File: src/csa_regs_pkg.sv
/*
  Shared constants for the calibrated-measurement and attitude register bank:
  word indices, bank layout, group numbering, field positions, reset values
  and bus answer codes.
  Assumes a 32-bit Avalon-MM slave with byte addressing, one word per index.
*/
package csa_regs_pkg;

  // bus geometry
  localparam int CSA_ADDR_W = 10;
  localparam int CSA_DATA_W = 32;
  localparam int CSA_HALF_W = 16;

  // word indices of the bank; byte address is four times the index
  localparam logic [7:0] CSA_IDX_TEMP = 8'h5f;
  localparam logic [7:0] CSA_IDX_TEMP_STAMP = 8'h60;
  localparam logic [7:0] CSA_IDX_RATE_X = 8'h61;
  localparam logic [7:0] CSA_IDX_RATE_Y = 8'h62;
  localparam logic [7:0] CSA_IDX_RATE_Z = 8'h63;
  localparam logic [7:0] CSA_IDX_RATE_STAMP = 8'h64;
  localparam logic [7:0] CSA_IDX_ACCEL_X = 8'h65;
  localparam logic [7:0] CSA_IDX_ACCEL_Y = 8'h66;
  localparam logic [7:0] CSA_IDX_ACCEL_Z = 8'h67;
  localparam logic [7:0] CSA_IDX_ACCEL_STAMP = 8'h68;
  localparam logic [7:0] CSA_IDX_FIELD_X = 8'h69;
  localparam logic [7:0] CSA_IDX_FIELD_Y = 8'h6a;
  localparam logic [7:0] CSA_IDX_FIELD_Z = 8'h6b;
  localparam logic [7:0] CSA_IDX_FIELD_STAMP = 8'h6c;
  localparam logic [7:0] CSA_IDX_Q_FIRST = 8'h6d;
  localparam logic [7:0] CSA_IDX_Q_SECOND = 8'h6e;
  localparam logic [7:0] CSA_IDX_Q_STAMP = 8'h6f;
  localparam logic [7:0] CSA_IDX_ROLL_PITCH = 8'h70;
  localparam logic [7:0] CSA_IDX_HEADING = 8'h71;
  localparam logic [7:0] CSA_IDX_RP_RATES = 8'h72;
  localparam logic [7:0] CSA_IDX_HEAD_RATE = 8'h73;
  // control and status words added beside the bank
  localparam logic [7:0] CSA_IDX_CTRL = 8'hf0;
  localparam logic [7:0] CSA_IDX_STAT = 8'hf1;

  // bank size and measurement groups
  localparam int CSA_BANK_WORDS = 21;
  localparam int CSA_GROUPS = 6;
  localparam int CSA_GRP_TEMP = 0;
  localparam int CSA_GRP_RATE = 1;
  localparam int CSA_GRP_ACCEL = 2;
  localparam int CSA_GRP_FIELD = 3;
  localparam int CSA_GRP_QUAT = 4;
  localparam int CSA_GRP_EULER = 5;

  // field positions in control and status words
  localparam int CSA_CTRL_FREEZE_BIT = 0;
  localparam int CSA_STAT_FRESH_LSB = 0;
  localparam int CSA_STAT_MISSED_LSB = 8;
  localparam int CSA_STAT_FREEZE_BIT = 16;

  // reset values and the fill of unused halves
  localparam logic [31:0] CSA_WORD_RST = 32'h0000_0000;
  localparam logic [15:0] CSA_UNUSED_HALF = 16'h0000;
  localparam logic CSA_WAIT_RST = 1'b1;
  localparam logic CSA_FREEZE_RST = 1'b0;

  // fixed-point scale factors applied by the producer of the estimates
  localparam real CSA_QUAT_SCALE = 29789.09091;
  localparam real CSA_ANGLE_SCALE = 91.02222;
  localparam real CSA_RATE_SCALE = 16.0;

  // avalon response codes
  typedef enum logic [1:0] {
    CSA_RSP_OKAY = 2'b00,
    CSA_RSP_SLVERR = 2'b10,
    CSA_RSP_DECERR = 2'b11
  } csa_resp_t;

  // true when the index falls inside the measurement bank
  function automatic logic csa_in_bank(input logic [7:0] idx);
    return (idx >= CSA_IDX_TEMP) && (idx <= CSA_IDX_HEAD_RATE);
  endfunction : csa_in_bank

  // bank slot of an index
  function automatic logic [4:0] csa_slot(input logic [7:0] idx);
    logic [7:0] d;
    d = idx - CSA_IDX_TEMP;
    return d[4:0];
  endfunction : csa_slot

  // measurement group that owns a bank slot
  function automatic logic [2:0] csa_group_of(input logic [4:0] s);
    if (s < csa_slot(CSA_IDX_RATE_X)) return 3'(CSA_GRP_TEMP);
    else if (s < csa_slot(CSA_IDX_ACCEL_X)) return 3'(CSA_GRP_RATE);
    else if (s < csa_slot(CSA_IDX_FIELD_X)) return 3'(CSA_GRP_ACCEL);
    else if (s < csa_slot(CSA_IDX_Q_FIRST)) return 3'(CSA_GRP_FIELD);
    else if (s < csa_slot(CSA_IDX_ROLL_PITCH)) return 3'(CSA_GRP_QUAT);
    else return 3'(CSA_GRP_EULER);
  endfunction : csa_group_of

endpackage : csa_regs_pkg

File: src/csa_bank_if.sv
/*
  Carrier between the register front end and the word store: per-word load
  strobes, next words and the stored words.
  Assumes both ends run on the one system clock.
*/
`timescale 1ns/1ps
`default_nettype none
interface csa_bank_if #(
  parameter int WORDS = 21
) (
  input wire logic clk,
  input wire logic rst_n
);
  logic [WORDS-1:0] load; // one strobe per stored word
  logic [WORDS-1:0][31:0] din; // next value per word
  logic [WORDS-1:0][31:0] dout; // stored value per word
  modport fill (input clk, rst_n, dout, output load, din);
  modport store (input clk, rst_n, load, din, output dout);
endinterface : csa_bank_if
`default_nettype wire

File: src/csa_attitude_regs.sv
/*
  Register front end of the calibrated measurement and attitude bank: an
  Avalon-MM slave with waitrequest, group capture of measurements with their
  stamps, a freeze control and a status word.
  Assumes measurement producers on the same clock that pulse a valid for
  one cycle with the whole group steady on their ports.
*/
`timescale 1ns/1ps
`default_nettype none

// What this block does
// RL1: temperature float in Celsius at 0x5F
// RL2: temperature time stamp float at 0x60
// RL3: calibrated rate X, Y, Z at 0x61-0x63
// RL4: rate time stamp float at 0x64
// RL5: calibrated acceleration X, Y, Z at 0x65-0x67
// RL6: acceleration time stamp float at 0x68
// RL7: calibrated magnetic field X, Y, Z 0x69-0x6B
// RL8: magnetic field time stamp at 0x6C
// RL9: quaternion first/second halves at 0x6D
// RL10: quaternion fields scaled by 29789.09091
// RL11: quaternion third/fourth halves at 0x6E
// RL12: quaternion time stamp float at 0x6F
// RL13: roll/pitch halves at 0x70, angle scale
// RL14: yaw upper half at 0x71, low unused
// RL15: roll/pitch rates at 0x72, scale 16
// RL16: yaw rate upper half 0x73, low unused
// RL17: floats are 32-bit, most significant byte first
// RL18: bank read-only, writes ignored, unused zero
// RL19: group and stamp update together, never torn
module csa_attitude_regs (
  // clock and reset
  input wire logic sys_clk_in,
  input wire logic reset_n_in,
  // avalon-mm slave
  input wire logic [9:0] avs_address_in,
  input wire logic avs_read_in,
  input wire logic avs_write_in,
  input wire logic [31:0] avs_writedata_in,
  output logic [31:0] avs_readdata_out,
  output logic avs_waitrequest_out,
  output logic [1:0] avs_response_out,
  // temperature group
  input wire logic temp_valid_in,
  input wire logic [31:0] temp_celsius_in,
  input wire logic [31:0] temp_stamp_in,
  // calibrated angular rate group
  input wire logic rate_valid_in,
  input wire logic [31:0] rate_x_in,
  input wire logic [31:0] rate_y_in,
  input wire logic [31:0] rate_z_in,
  input wire logic [31:0] rate_stamp_in,
  // calibrated acceleration group
  input wire logic accel_valid_in,
  input wire logic [31:0] accel_x_in,
  input wire logic [31:0] accel_y_in,
  input wire logic [31:0] accel_z_in,
  input wire logic [31:0] accel_stamp_in,
  // calibrated magnetic field group
  input wire logic field_valid_in,
  input wire logic [31:0] field_x_in,
  input wire logic [31:0] field_y_in,
  input wire logic [31:0] field_z_in,
  input wire logic [31:0] field_stamp_in,
  // quaternion estimate group, pre-scaled signed halves
  input wire logic quat_valid_in,
  input wire logic [15:0] quat_a_in,
  input wire logic [15:0] quat_b_in,
  input wire logic [15:0] quat_c_in,
  input wire logic [15:0] quat_d_in,
  input wire logic [31:0] quat_stamp_in,
  // euler estimate group, pre-scaled signed halves
  input wire logic euler_valid_in,
  input wire logic [15:0] roll_angle_in,
  input wire logic [15:0] pitch_angle_in,
  input wire logic [15:0] heading_angle_in,
  input wire logic [15:0] roll_rate_in,
  input wire logic [15:0] pitch_rate_in,
  input wire logic [15:0] heading_rate_in
);

  // slot numbers of the bank words, fixed at elaboration
  localparam logic [4:0] S_TEMP = csa_regs_pkg::csa_slot(
    csa_regs_pkg::CSA_IDX_TEMP);
  localparam logic [4:0] S_TSTAMP = csa_regs_pkg::csa_slot(
    csa_regs_pkg::CSA_IDX_TEMP_STAMP);
  localparam logic [4:0] S_RX = csa_regs_pkg::csa_slot(
    csa_regs_pkg::CSA_IDX_RATE_X);
  localparam logic [4:0] S_RY = csa_regs_pkg::csa_slot(
    csa_regs_pkg::CSA_IDX_RATE_Y);
  localparam logic [4:0] S_RZ = csa_regs_pkg::csa_slot(
    csa_regs_pkg::CSA_IDX_RATE_Z);
  localparam logic [4:0] S_RSTAMP = csa_regs_pkg::csa_slot(
    csa_regs_pkg::CSA_IDX_RATE_STAMP);
  localparam logic [4:0] S_AX = csa_regs_pkg::csa_slot(
    csa_regs_pkg::CSA_IDX_ACCEL_X);
  localparam logic [4:0] S_AY = csa_regs_pkg::csa_slot(
    csa_regs_pkg::CSA_IDX_ACCEL_Y);
  localparam logic [4:0] S_AZ = csa_regs_pkg::csa_slot(
    csa_regs_pkg::CSA_IDX_ACCEL_Z);
  localparam logic [4:0] S_ASTAMP = csa_regs_pkg::csa_slot(
    csa_regs_pkg::CSA_IDX_ACCEL_STAMP);
  localparam logic [4:0] S_FX = csa_regs_pkg::csa_slot(
    csa_regs_pkg::CSA_IDX_FIELD_X);
  localparam logic [4:0] S_FY = csa_regs_pkg::csa_slot(
    csa_regs_pkg::CSA_IDX_FIELD_Y);
  localparam logic [4:0] S_FZ = csa_regs_pkg::csa_slot(
    csa_regs_pkg::CSA_IDX_FIELD_Z);
  localparam logic [4:0] S_FSTAMP = csa_regs_pkg::csa_slot(
    csa_regs_pkg::CSA_IDX_FIELD_STAMP);
  localparam logic [4:0] S_Q1 = csa_regs_pkg::csa_slot(
    csa_regs_pkg::CSA_IDX_Q_FIRST);
  localparam logic [4:0] S_Q2 = csa_regs_pkg::csa_slot(
    csa_regs_pkg::CSA_IDX_Q_SECOND);
  localparam logic [4:0] S_QSTAMP = csa_regs_pkg::csa_slot(
    csa_regs_pkg::CSA_IDX_Q_STAMP);
  localparam logic [4:0] S_RP = csa_regs_pkg::csa_slot(
    csa_regs_pkg::CSA_IDX_ROLL_PITCH);
  localparam logic [4:0] S_HD = csa_regs_pkg::csa_slot(
    csa_regs_pkg::CSA_IDX_HEADING);
  localparam logic [4:0] S_RPR = csa_regs_pkg::csa_slot(
    csa_regs_pkg::CSA_IDX_RP_RATES);
  localparam logic [4:0] S_HDR = csa_regs_pkg::csa_slot(
    csa_regs_pkg::CSA_IDX_HEAD_RATE);
  localparam int NG = csa_regs_pkg::CSA_GROUPS;

  // bus state
  logic waitrequest_r; // high except in the one answer cycle
  logic [31:0] readdata_r; // captured read word
  logic [1:0] response_r; // captured answer code
  logic [7:0] rd_idx; // word index of the request
  logic take; // request accepted at this edge
  logic [31:0] rd_word; // read mux output
  logic [1:0] rd_resp; // answer code for the current index

  // control and status state
  logic freeze_r; // host holds the bank still for a coherent scan
  logic [NG-1:0] fresh_r; // group loaded since last status read
  logic [NG-1:0] missed_r; // group update dropped while frozen
  logic [NG-1:0] grp_valid; // producer strobes, one per group
  logic [NG-1:0] grp_ld; // strobes that really load the bank
  logic stat_clr; // status word read this edge

  // word store behind the carrier
  csa_bank_if #(.WORDS(csa_regs_pkg::CSA_BANK_WORDS)) bank_if (
    .clk(sys_clk_in),
    .rst_n(reset_n_in)
  );
  csa_word_bank #(.WORDS(csa_regs_pkg::CSA_BANK_WORDS)) u_csa_word_bank (
    .bank(bank_if)
  );

  // gather producer strobes in group order
  always_comb begin
    grp_valid = '0;
    grp_valid[csa_regs_pkg::CSA_GRP_TEMP] = temp_valid_in;
    grp_valid[csa_regs_pkg::CSA_GRP_RATE] = rate_valid_in;
    grp_valid[csa_regs_pkg::CSA_GRP_ACCEL] = accel_valid_in;
    grp_valid[csa_regs_pkg::CSA_GRP_FIELD] = field_valid_in;
    grp_valid[csa_regs_pkg::CSA_GRP_QUAT] = quat_valid_in;
    grp_valid[csa_regs_pkg::CSA_GRP_EULER] = euler_valid_in;
  end

  // a freeze drops updates rather than queueing them: no buffer, and the
  // host sees the loss in the missed bits
  assign grp_ld = grp_valid & {NG{~freeze_r}}; // [RL19]

  // every word of a group loads on the same strobe as its stamp
  always_comb begin
    bank_if.load = '0;
    for (int s = 0; s < csa_regs_pkg::CSA_BANK_WORDS; s++) begin
      bank_if.load[s] = grp_ld[csa_regs_pkg::csa_group_of(5'(s))]; // [RL19]
    end
  end

  // next words: floats pass bit for bit, halves are packed high then low
  always_comb begin
    bank_if.din = '0;
    bank_if.din[S_TEMP] = temp_celsius_in; // [RL1]
    bank_if.din[S_TSTAMP] = temp_stamp_in; // [RL2]
    bank_if.din[S_RX] = rate_x_in; // [RL3]
    bank_if.din[S_RY] = rate_y_in; // [RL3]
    bank_if.din[S_RZ] = rate_z_in; // [RL3]
    bank_if.din[S_RSTAMP] = rate_stamp_in; // [RL4]
    bank_if.din[S_AX] = accel_x_in; // [RL5]
    bank_if.din[S_AY] = accel_y_in; // [RL5]
    bank_if.din[S_AZ] = accel_z_in; // [RL5]
    bank_if.din[S_ASTAMP] = accel_stamp_in; // [RL6]
    bank_if.din[S_FX] = field_x_in; // [RL7]
    bank_if.din[S_FY] = field_y_in; // [RL7]
    bank_if.din[S_FZ] = field_z_in; // [RL7]
    bank_if.din[S_FSTAMP] = field_stamp_in; // [RL8]
    // halves arrive already multiplied by the quaternion scale [RL10]
    bank_if.din[S_Q1] = {quat_a_in, quat_b_in}; // [RL9]
    bank_if.din[S_Q2] = {quat_c_in, quat_d_in}; // [RL11]
    bank_if.din[S_QSTAMP] = quat_stamp_in; // [RL12]
    bank_if.din[S_RP] = {roll_angle_in, pitch_angle_in}; // [RL13]
    bank_if.din[S_HD] = {heading_angle_in,
                         csa_regs_pkg::CSA_UNUSED_HALF}; // [RL14]
    bank_if.din[S_RPR] = {roll_rate_in, pitch_rate_in}; // [RL15]
    bank_if.din[S_HDR] = {heading_rate_in,
                          csa_regs_pkg::CSA_UNUSED_HALF}; // [RL16]
  end

  // word index from the byte address; low two bits ignored
  assign rd_idx = avs_address_in[9:2];

  // a request is taken only while waitrequest is high, so the answer
  // cycle can never re-take the same request
  assign take = (avs_read_in || avs_write_in) && waitrequest_r;

  // read mux and decode; unmapped indices read zero with a decode error
  always_comb begin
    rd_word = '0;
    rd_resp = csa_regs_pkg::CSA_RSP_OKAY;
    if (csa_regs_pkg::csa_in_bank(rd_idx)) begin
      // word goes out whole: avalon lane 3 carries the top byte [RL17]
      rd_word = bank_if.dout[csa_regs_pkg::csa_slot(rd_idx)];
    end else if (rd_idx == csa_regs_pkg::CSA_IDX_CTRL) begin
      rd_word[csa_regs_pkg::CSA_CTRL_FREEZE_BIT] = freeze_r;
    end else if (rd_idx == csa_regs_pkg::CSA_IDX_STAT) begin
      rd_word[csa_regs_pkg::CSA_STAT_FRESH_LSB +: NG] = fresh_r;
      rd_word[csa_regs_pkg::CSA_STAT_MISSED_LSB +: NG] = missed_r;
      rd_word[csa_regs_pkg::CSA_STAT_FREEZE_BIT] = freeze_r;
    end else begin
      rd_resp = csa_regs_pkg::CSA_RSP_DECERR;
    end
  end

  // waitrequest drops for exactly one cycle after each taken request
  always_ff @(posedge sys_clk_in) begin
    if (!reset_n_in) begin
      waitrequest_r <= csa_regs_pkg::CSA_WAIT_RST;
    end else begin
      waitrequest_r <= !take;
    end
  end

  // read word and answer code are caught at the taking edge
  always_ff @(posedge sys_clk_in) begin
    if (!reset_n_in) begin
      readdata_r <= csa_regs_pkg::CSA_WORD_RST;
      response_r <= csa_regs_pkg::CSA_RSP_OKAY;
    end else if (take) begin
      readdata_r <= avs_read_in ? rd_word : csa_regs_pkg::CSA_WORD_RST;
      response_r <= rd_resp;
    end
  end

  // only the control word accepts writes; bank writes fall away [RL18]
  // the write lands at the accepting edge, while the master still holds
  // it, so a master that sees waitrequest high has committed nothing yet
  always_ff @(posedge sys_clk_in) begin
    if (!reset_n_in) begin
      freeze_r <= csa_regs_pkg::CSA_FREEZE_RST;
    end else if (avs_write_in && !waitrequest_r &&
                 rd_idx == csa_regs_pkg::CSA_IDX_CTRL) begin
      freeze_r <= avs_writedata_in[csa_regs_pkg::CSA_CTRL_FREEZE_BIT];
    end
  end

  // status read clears the sticky bits
  assign stat_clr = take && avs_read_in &&
                    (rd_idx == csa_regs_pkg::CSA_IDX_STAT);

  // sticky flags: a new event in the clearing cycle survives the clear
  always_ff @(posedge sys_clk_in) begin
    if (!reset_n_in) begin
      fresh_r <= '0;
      missed_r <= '0;
    end else begin
      fresh_r <= (stat_clr ? '0 : fresh_r) | grp_ld;
      missed_r <= (stat_clr ? '0 : missed_r) | (grp_valid & ~grp_ld);
    end
  end

  // outputs straight from flops
  assign avs_readdata_out = readdata_r;
  assign avs_waitrequest_out = waitrequest_r;
  assign avs_response_out = response_r;
endmodule : csa_attitude_regs
`default_nettype wire

File: src/csa_word_bank.sv
/*
  Word store of the measurement bank: one 32-bit word per slot, each loaded
  by its own strobe, cleared by reset.
  Assumes synchronous active-low reset delivered through the carrier.
*/
`timescale 1ns/1ps
`default_nettype none
module csa_word_bank #(
  parameter int WORDS = 21
) (
  // carrier to the front end
  csa_bank_if.store bank
);

  logic [31:0] mem_r [WORDS]; // stored words

  // each word loads only on its own strobe, so a group stays whole
  always_ff @(posedge bank.clk) begin
    for (int i = 0; i < WORDS; i++) begin
      if (!bank.rst_n) begin
        mem_r[i] <= csa_regs_pkg::CSA_WORD_RST;
      end else if (bank.load[i]) begin
        mem_r[i] <= bank.din[i];
      end
    end
  end

  // present the store to the front end
  always_comb begin
    for (int i = 0; i < WORDS; i++) begin
      bank.dout[i] = mem_r[i];
    end
  end

endmodule : csa_word_bank
`default_nettype wire

File: config.mk
export PLATFORM = sky130hd
export DESIGN_NAME = csa_attitude_regs
export DESIGN_NICKNAME = d
export VERILOG_FILES = /design/src/csa_regs_pkg.sv /design/src/csa_bank_if.sv /design/src/csa_attitude_regs.sv /design/src/csa_word_bank.sv
export SDC_FILE = /design/constraint.sdc
export NUM_CORES = 1
export LEC_CHECK = 0
export BUFFER_PORTS_ARGS = -buffer_cell sky130_fd_sc_hd__buf_2
export CAP_MARGIN = 20
export CORE_AREA = 8 8 273 275
export DETAILED_ROUTE_END_ITERATION = 10
export DIE_AREA = 0 0 281 283
export PLACE_DENSITY = 0.69
export SLEW_MARGIN = 20
export SYNTH_ARGS = -nofsm -noshare
export SYNTH_HDL_FRONTEND = slang
export SYNTH_SLANG_ARGS = --single-unit
File: constraint.sdc
create_clock -name sys_clk_in -period 14.8 [get_ports sys_clk_in]
set_clock_uncertainty 0.05 [all_clocks]
set_input_delay 2.22 -clock sys_clk_in [delete_from_list [all_inputs] [get_ports sys_clk_in]]
set_output_delay 2.22 -clock sys_clk_in [all_outputs]
set_load 0.005 [all_outputs]
==> results of run 1 <==
path summary, 6_finish.rpt:
| path | from | end | slack [ns] |
|---|---|---|---|
| max | avs_address_in[2] | avs_readdata_out[25]$_SDFFE_PN0P_ | 8.78 |
| min | avs_readdata_out[18]$_SDFFE_PN0P_ | avs_readdata_out[18]$_SDFFE_PN0P_ | 0.39 |
| max reg2reg | freeze_r$_SDFFE_PN0P_ | u_csa_word_bank.mem_r[3][31]$_SDFFCE_PN0P_ | 11.63 |
| min reg2reg | avs_readdata_out[18]$_SDFFE_PN0P_ | avs_readdata_out[18]$_SDFFE_PN0P_ | 0.39 |
layout make-up:
cell class	count	area, um^2
well taps	950	1190
repair buffers	731	3860
fillers	5992	32400
inverters	42	158
flip-flops and latches	687	20200
multi-input cells	1384	10300
clock buffers	96	2020
diodes	23	57.6
clock inverters	37	379
registers in the layout (all words and copies together), names as in the netlist:
register,cells
u_csa_word_bank.mem_r,640
avs_readdata_out,32
fresh_r,6
missed_r,6
avs_response_out,1
avs_waitrequest_out,1
freeze_r,1
cell usage after synthesis, drive strengths merged (4+ instances only):
cell / n / area (um^2)
edfxtp: 640 / 19200
and3: 353 / 2210
and2: 290 / 1810
mux2i: 273 / 2730
a22oi: 133 / 1010
clkbuf: 127 / 484
nand2: 80 / 300
buf: 74 / 564
dfxtp: 47 / 941
inv: 42 / 158
nand3: 40 / 205
a21oi: 31 / 155
o21ai: 26 / 141
nor2: 19 / 88.8
mux4: 16 / 360
o31ai: 16 / 134
a221oi: 15 / 131
o221ai: 15 / 131
a221o: 11 / 110
a31oi: 11 / 68.8
a41oi: 5 / 51.3
nor3: 5 / 25.0
nand4: 4 / 37.5
where the power goes:
group	total (W)	leakage, nW	switching [W]	internal [W]
sequential	0.00233	7.26	0.0000430	0.00228
combinational	0.000515	8.47	0.000308	0.000207
clock	0.00185	1.17	0.000771	0.00107
total	0.00469	16.9	0.00112	0.00357
cell families (layout without fill, tap and decap cells):
group	count (synthesis)	count (layout)	synth area share (%)
DFF	687	687	64.0
other	0	23	0
adders and majority gates	3	3	0.119
muxes	289	289	9.82
buffers and inverters	243	906	3.83
xor gates and xnor gates	4	4	0.218
AOI/OAI and AO/OA	281	281	6.70
and+or+nand+nor	807	807	15.3
worst min-delay path: cells and delay by family (launching register included):
family / cells / cell delay, ns
and+or+nand+nor: 1 / 0.05
AOI/OAI and AO/OA: 1 / 0.05
DFF: 1 / 0.32
layer usage:
metal	vias to the layer above	wire [um]	part of all wire [%]
met1	10900	39600	39
met2	984	51400	50
met3	183	8110	7.9
met5	-	127	0.12
li1	9996	-	-
met4	22	3640	3.5
layout by cell type (no fill, tap or decap), types with 4 or more instances in the layout:
cell         n
nor2_1      13
a31oi_1     11
nor2_4       6
o21ai_4      7
a41oi_1      4
buf_4       31
dfxtp_1     47
inv_1       42
o31ai_1     15
o21ai_0     18
o221ai_1    15
nand3_1     39
and2_1     290
a22oi_1    132
mux2i_1    273
a21oi_1     31
edfxtp_1   640
clkinv_2    10
clkinv_1    14
and3_1     352
a221oi_1    15
mux4_2      16
diode_2     23
clkbuf_16   78
buf_2      692
clkbuf_1    18
a221o_1     11
bufinv_16    6
nand2_1     80
per-stage QoR:
stage | instances | hold WS [ns] | cell area [um^2]
after floorplan | 2314 | 0.399 | 31500
after global placement | 3790 | 0.384 | 35500
after detailed placement | 3792 | 0.386 | 35600
after CTS | 3925 | 0.399 | 38000
after global routing | 3940 | 0.421 | 38100
final | 3950 | 0.393 | 38100
==> impl_metrics.ini, run 1 <==
[outcome]
outcome = completed

[clock_network]
cts_root_buf = clkbuf_16
clk_latency_ns = 0.61
cts_tree = built
cts_buffer_depth = 3
cts_setup_buffers = 0
cts_made_buffers = 74
htreeDepth = 3
postCtsHoldBufs = 0
ctsResizeCount = 0
cts.reportedPaths.clkPinSlew_ns = 0.06
numClockSinks = 687

[floorplan]
initial_core_util_pct = 44.7
ios = 727
die_h_um = 283
die_x_um = 281
die-area_mm2 = 0.0795
core_area_mm2 = 0.0705
rows = 98

[worst_setup_path]
worstPathCellList = buf_8, inv_1, ha_2, inv_1, nor2_4, buf_4, a22oi_1, a21oi_1, o31ai_1
endpoint_kind = flop
critical_path.top_delay_family = buffers and inverters
critPathKind = primary input to flop
start_kind = primary input
worstPathArrival_ns = 6.44
max_stage_delay_ns = 1.00
path_common_cell = inv_1
critical_path_buf_inv_count = 4
path_max_fanout = 73
worst-path-stages = 9
slowest_stage = ha_2
required_ns = 15.22
r2r_cells = 4

[power_and_ir_drop]
p_per_area_mw_per_mm2 = 123
vdd_drop_max_uv = 94.1
power.total_w = 0.00469
leakagePower_nw = 16.9

[grt]
met3_usage_pct = 5.89
grt_pass1_wl_mm = 149
met1_usage_pct = 31.0
busiest_layer = met2
first_global_vias = 23100
grt_max_degree = 130
grt_antenna_before_repair = 29
grt_overflow = 0
grtUsageTotal_pct = 25.0
use_met2_pct = 42.3

[yosys]
synthArstFlopShare_pct = 0
yosysUniqueCellTypes = 64
synth-main-ff-cell = edfxtp_1
ys_seq_elements = 687
syn-num-nets = 3009
synthesis.area_mm2 = 0.0315
synth-edff-count = 640
yosysWarnings = 0
synth_cells = 2314
seq_area_frac_synth_pct = 64.0
syn_area_per_cell_um2 = 13.6

[cells_and_area]
fin_nets = 3615
drive_gt1_share_pct = 29.9
final_util_pct = 54.0
area_growth_syn_to_layout_pct = 20.9

[run]
drv_cap = 0

[routing]
drt_iter0_drc = 1963
wire_per_inst_um = 26.1
ant_nets = 0
finalWirelength_mm = 103
vias = 22000
vias_per_cell = 5.58
firstDrtPassIters = 5
drc = 0

[placement]
portBuffers = 693
place_congestion = 0.869
hpwl_mm = 73.4
preCtsSetupSlack_ns = 8.07

[timing]
fin_crit_sh_pct = 40.7
max_slew_margin_pct = 24.0
max_freq_mhz = 166
final_hold_viol_count = 0
period_needed_ns = 6.02
worst_slew_pin_slew_ns = 1.14
finalMaxSlewViolations = 0
rsz0062_at_grt = no
final.setup.tns_ns = 0
timing.final.ws_setup_ns = 8.78
setup_viol_count_final = 0

[min_path]
whs_path_depth = 2
hp-class = flop to flop
Note: power is estimated with default switching activity, not from simulation.
==> run 2, diff against run 1 <==
==> constraint.sdc (replaced) <==
create_clock -name sys_clk_in -period 6.2 [get_ports sys_clk_in]
set_clock_uncertainty 0.05 [all_clocks]
set_input_delay 0.93 -clock sys_clk_in [delete_from_list [all_inputs] [get_ports sys_clk_in]]
set_output_delay 0.93 -clock sys_clk_in [all_outputs]
set_load 0.005 [all_outputs]
==> impl_metrics.ini, run 2 (same netlist as run 1, synthesis figures left out) <==
[power_and_ir_drop]
vdd_drop_max_uv = 169
p_per_area_mw_per_mm2 = 290
power.total_w = 0.0110
leakagePower_nw = 16.8

[floorplan]
die-area_mm2 = 0.0795
die_h_um = 283
die_x_um = 281
ios = 727
core_area_mm2 = 0.0705
initial_core_util_pct = 44.7
rows = 98

[routing]
wire_per_inst_um = 26.4
drt_iter0_drc = 1822
firstDrtPassIters = 5
drc = 0
vias_per_cell = 5.57
finalWirelength_mm = 104
ant_nets = 0
vias = 21900

[timing]
final_hold_viol_count = 0
timing.final.ws_setup_ns = 2.35
rsz0062_at_grt = no
hold_slack_ns = 0.399
max_freq_mhz = 260
max_slew_margin_pct = 28.2
finalMaxSlewViolations = 0
worst_slew_pin_slew_ns = 1.08
setup_viol_count_final = 0
period_needed_ns = 3.85
fin_crit_sh_pct = 62.1
final.setup.tns_ns = 0

[worst_setup_path]
crit_end = avs_readdata_out[10]$_SDFFE_PN0P_
required_ns = 6.62
rr_startpoint = freeze_r$_SDFFE_PN0P_
r2r_cells = 4
timing.rr.end = u_csa_word_bank.mem_r[0][90]$_SDFFCE_PN0P_
rrSetupSlack_ns = 3.19
path_max_fanout = 51
endpoint_kind = flop
start_kind = primary input
startpoint = avs_address_in[2]
critPathKind = primary input to flop
worstPathArrival_ns = 4.27

[clock_network]
ctsResizeCount = 0
cts_made_buffers = 74
cts_buffer_depth = 3
numClockSinks = 687
postCtsHoldBufs = 0
cts.reportedPaths.clkPinSlew_ns = 0.06
htreeDepth = 3
cts_setup_buffers = 0
clk_latency_ns = 0.61
cts_root_buf = clkbuf_16
cts_tree = built

[cells_and_area]
final_common_cell = buf_2
fillerInstances = 5910
seq_area_mm2 = 0.0202
largest-register = u_csa_word_bank.mem_r
fin_nets = 3614
area_growth_syn_to_layout_pct = 20.4
final_cell_area_mm2 = 0.0379
largest_register_ffs = 640
multi_input_area_mm2 = 0.0103
final_cell_mix = 692 x buf_2, 640 x edfxtp_1, 352 x and3_1, 290 x and2_1, 273 x mux2i_1
drive_gt1_share_pct = 29.8

[grt]
grt_overflow = 0
grt_pass1_wl_mm = 149
grt_antenna_before_repair = 21
grt_max_degree = 203
grtUsageTotal_pct = 25.1
first_global_vias = 23000

[placement]
preCtsSetupSlack_ns = 1.67
place_congestion = 0.907
hpwl_mm = 74.3
portBuffers = 693
place_area_mm2 = 0.0356

[run]
drv_cap = 0

[min_path]
hp-class = flop to flop

[outcome]
outcome = completed
[run 2: routing by layer]
| layer | GRT usage, % | share of wire [%] | vias up |
|---|---|---|---|
| met1 | 30.6 | 38 | 10700 |
| met2 | 42.5 | 50 | 1011 |
| met3 | 5.72 | 8.0 | 196 |
| met4 | 10.4 | 4.1 | 14 |
| li1 | - | - | 9972 |
| met5 | 0 | 0.088 | - |
[run 2: through the flow]
step,cells,utilization (%)
floorplan,2314,-
global placement,3791,50.5
detailed placement,3792,50.5
CTS,3921,53.7
global route,3928,53.8
finish,3934,53.8
[run 2: area by class of cell]
class / instances / share of cell area [%]
clock buffers: 94 / 5.25
clock inverters: 35 / 0.719
inverters: 42 / 0.416
well taps: 950 / 3.13
diodes: 12 / 0.0792
repair buffers: 730 / 10.2
multi-input cells: 1384 / 27.0
flip-flops and latches: 687 / 53.2
[run 2: worst min-delay path by stage]
stage                                      start                           endpoint  slack (ns)  cells after the start
2_1_floorplan  avs_readdata_out[17]$_SDFFE_PN0P_  avs_readdata_out[17]$_SDFFE_PN0P_        0.40                      2
3_3_place_gp   avs_readdata_out[29]$_SDFFE_PN0P_  avs_readdata_out[29]$_SDFFE_PN0P_        0.39                      2
3_5_place_dp   avs_readdata_out[29]$_SDFFE_PN0P_  avs_readdata_out[29]$_SDFFE_PN0P_        0.38                      2
4_1_cts        avs_readdata_out[29]$_SDFFE_PN0P_  avs_readdata_out[29]$_SDFFE_PN0P_        0.40                      2
5_1_grt        avs_readdata_out[22]$_SDFFE_PN0P_  avs_readdata_out[22]$_SDFFE_PN0P_        0.43                      2
6_report       avs_readdata_out[18]$_SDFFE_PN0P_  avs_readdata_out[18]$_SDFFE_PN0P_        0.40                      2
[run 2: where the power goes]
group | total (W) | switching [W] | internal (W) | leakage (nW)
Sequential | 0.00556 | 0.000105 | 0.00545 | 7.26
Combinational | 0.00124 | 0.000745 | 0.000495 | 8.48
Clock | 0.00418 | 0.00182 | 0.00236 | 1.11
[run 2: worst max-delay path, cell delays in order]
cell and delay, ns:
buf_8 0.37, ha_1 0.66, xor2_4 0.20, nor2_4 0.76
buf_4 0.49, buf_4 0.26, a22oi_1 0.08, nand3_1 0.30
a31oi_1 0.14
==> run 3, diff against run 2 <==
==> constraint.sdc (replaced) <==
create_clock -name sys_clk_in -period 3.7 [get_ports sys_clk_in]
set_clock_uncertainty 0.05 [all_clocks]
set_input_delay 0.555 -clock sys_clk_in [delete_from_list [all_inputs] [get_ports sys_clk_in]]
set_output_delay 0.555 -clock sys_clk_in [all_outputs]
set_load 0.005 [all_outputs]
==> impl_metrics.ini, run 3 (same netlist as run 1, synthesis figures left out) <==
[placement]
portBuffers = 693
preCtsSetupSlack_ns = 0.483
hpwl_mm = 74.2
place_congestion = 0.877
place_area_mm2 = 0.0357
place_inst = 3801

[floorplan]
initial_core_util_pct = 44.7
rows = 98
die-area_mm2 = 0.0795
die_x_um = 281
core_area_mm2 = 0.0705
ios = 727
die_h_um = 283

[power_and_ir_drop]
power_switching_w = 0.00462
p_per_area_mw_per_mm2 = 497
internal-power_w = 0.0144
comb_power_share_pct = 11.0
leakagePower_nw = 17.0
seqPwrFrac_pct = 48.9
switching_share_pct = 24.3
vdd_drop_max_uv = 351
p_clk_share_pct = 40.1
power.total_w = 0.0190

[grt]
grt_max_degree = 194
grt_pass1_wl_mm = 149
grt_overflow = 0
grt_antenna_before_repair = 16
grtUsageTotal_pct = 25.0
first_global_vias = 23100

[timing]
final_hold_viol_count = 0
finalMaxSlewViolations = 0
setup_viol_count_final = 0
max_freq_mhz = 387
worst_slew_pin_slew_ns = 1.14
hold_slack_ns = 0.161
period_needed_ns = 2.58
rsz0062_at_grt = no
fin_crit_sh_pct = 69.8
timing.final.ws_setup_ns = 1.12
max_slew_margin_pct = 24.1

[worst_setup_path]
worstPathCellList = buf_2, ha_1, nand2_1, a21bo_2, o21ai_4, nand3_1, a41oi_1
critPathKind = primary input to flop
max_stage_delay_ns = 0.58
start_kind = primary input
slowest_stage = o21ai_4
required_ns = 4.17
path_max_fanout = 17
worstPathArrival_ns = 3.05
endpoint_kind = flop

[cells_and_area]
area_growth_syn_to_layout_pct = 21.5
fillerInstances = 5909
final_common_cell = buf_2
final_cell_area_mm2 = 0.0383
drive_gt1_share_pct = 30.3
largest-register = u_csa_word_bank.mem_r
finish.cell_count_without_fillers = 3951
fin_nets = 3624
largest_register_ffs = 640
final_cell_mix = 692 x buf_2, 640 x edfxtp_1, 352 x and3_1, 290 x and2_1, 273 x mux2i_1

[clock_network]
htreeDepth = 3
cts_made_buffers = 76
postCtsHoldBufs = 0
cts_tree = built
cts_buffer_depth = 3
cts.reportedPaths.clkPinSlew_ns = 0.06
clk_latency_ns = 0.62
ctsResizeCount = 0
cts_setup_buffers = 0
numClockSinks = 687
cts_root_buf = clkbuf_16

[routing]
firstDrtPassIters = 5
drc = 0
drt_iter0_drc = 2071
vias_per_cell = 5.62
ant_nets = 0
vias = 22200
wire_per_inst_um = 26.2
finalWirelength_mm = 103

[run]
drv_cap = 0

[min_path]
hp-class = primary input to flop

[outcome]
outcome = completed
-- run 3: changes by cell type in the layout (fill, tap and decap cells not counted), sizes merged --
cell,before,now
clkinvlp,1,3
clkbuf,94,89
bufinv,2,8
clkinv,29,32
inv,45,48
buf,730,738
-- run 3: area by class of cell --
cell class / count / area [um^2] / share of cell area [%]
Antenna cell: 12 / 30.0 / 0.0784
Clock buffer: 89 / 1980 / 5.18
Clock inverter: 49 / 520 / 1.36
Inverter: 42 / 158 / 0.412
Multi-Input combinational cell: 1384 / 10200 / 26.8
Sequential cell: 687 / 20200 / 52.7
Tap cell: 950 / 1190 / 3.11
Timing Repair Buffer: 738 / 3990 / 10.4
-- run 3: per-layer routing --
layer	share of wire [%]	GRT usage [%]	vias to the layer above	routed length, um
li1	-	-	10000	-
met1	38	31.3	10900	39700
met2	49	41.9	1055	50800
met5	0.088	0	-	91
met3	8.2	5.35	214	8470
met4	4.3	10.3	14	4460
-- run 3: power groups by stage --
stage          logic, W  clock network [W]  registers [W]
2_1_floorplan   0.00117                  0        0.00942
3_3_place_gp    0.00208                  0        0.00944
3_5_place_dp    0.00211                  0        0.00947
4_1_cts         0.00212            0.00773        0.00931
5_1_grt         0.00225            0.00803        0.00936
6_report        0.00210            0.00762        0.00931
-- run 3: metrics by stage --
| step | utilization (%) | setup TNS (ns) |
|---|---|---|
| final | 54.3 | 0 |
| after global routing | 54.3 | 0 |
| after CTS | 54.2 | 0 |
| after detailed placement | 50.7 | 0 |
| after global placement | 50.7 | 0 |
| after floorplan | - | -52.46 |
-- run 3: path summary, 6_finish.rpt --
kind | from | end | slack (ns) | cells after the start
setup / recovery | avs_address_in[3] | avs_readdata_out[14]$_SDFFE_PN0P_ | 1.12 | 7
hold / removal | roll_rate_in[9] | u_csa_word_bank.mem_r[4][121]$_SDFFCE_PN0P_ | 0.16 | 2
hold reg to reg | avs_readdata_out[30]$_SDFFE_PN0P_ | avs_readdata_out[30]$_SDFFE_PN0P_ | 0.39 | 2
setup reg to reg | freeze_r$_SDFFE_PN0P_ | u_csa_word_bank.mem_r[0][28]$_SDFFCE_PN0P_ | 1.46 | 3
-- run 3: critical path, delay by kind of cell --
kind | cells | cell delay (ns)
compound gates | 3 | 1.22
simple gates | 2 | 0.60
fa+ha+maj | 1 | 0.49
buf+inv | 1 | 0.17
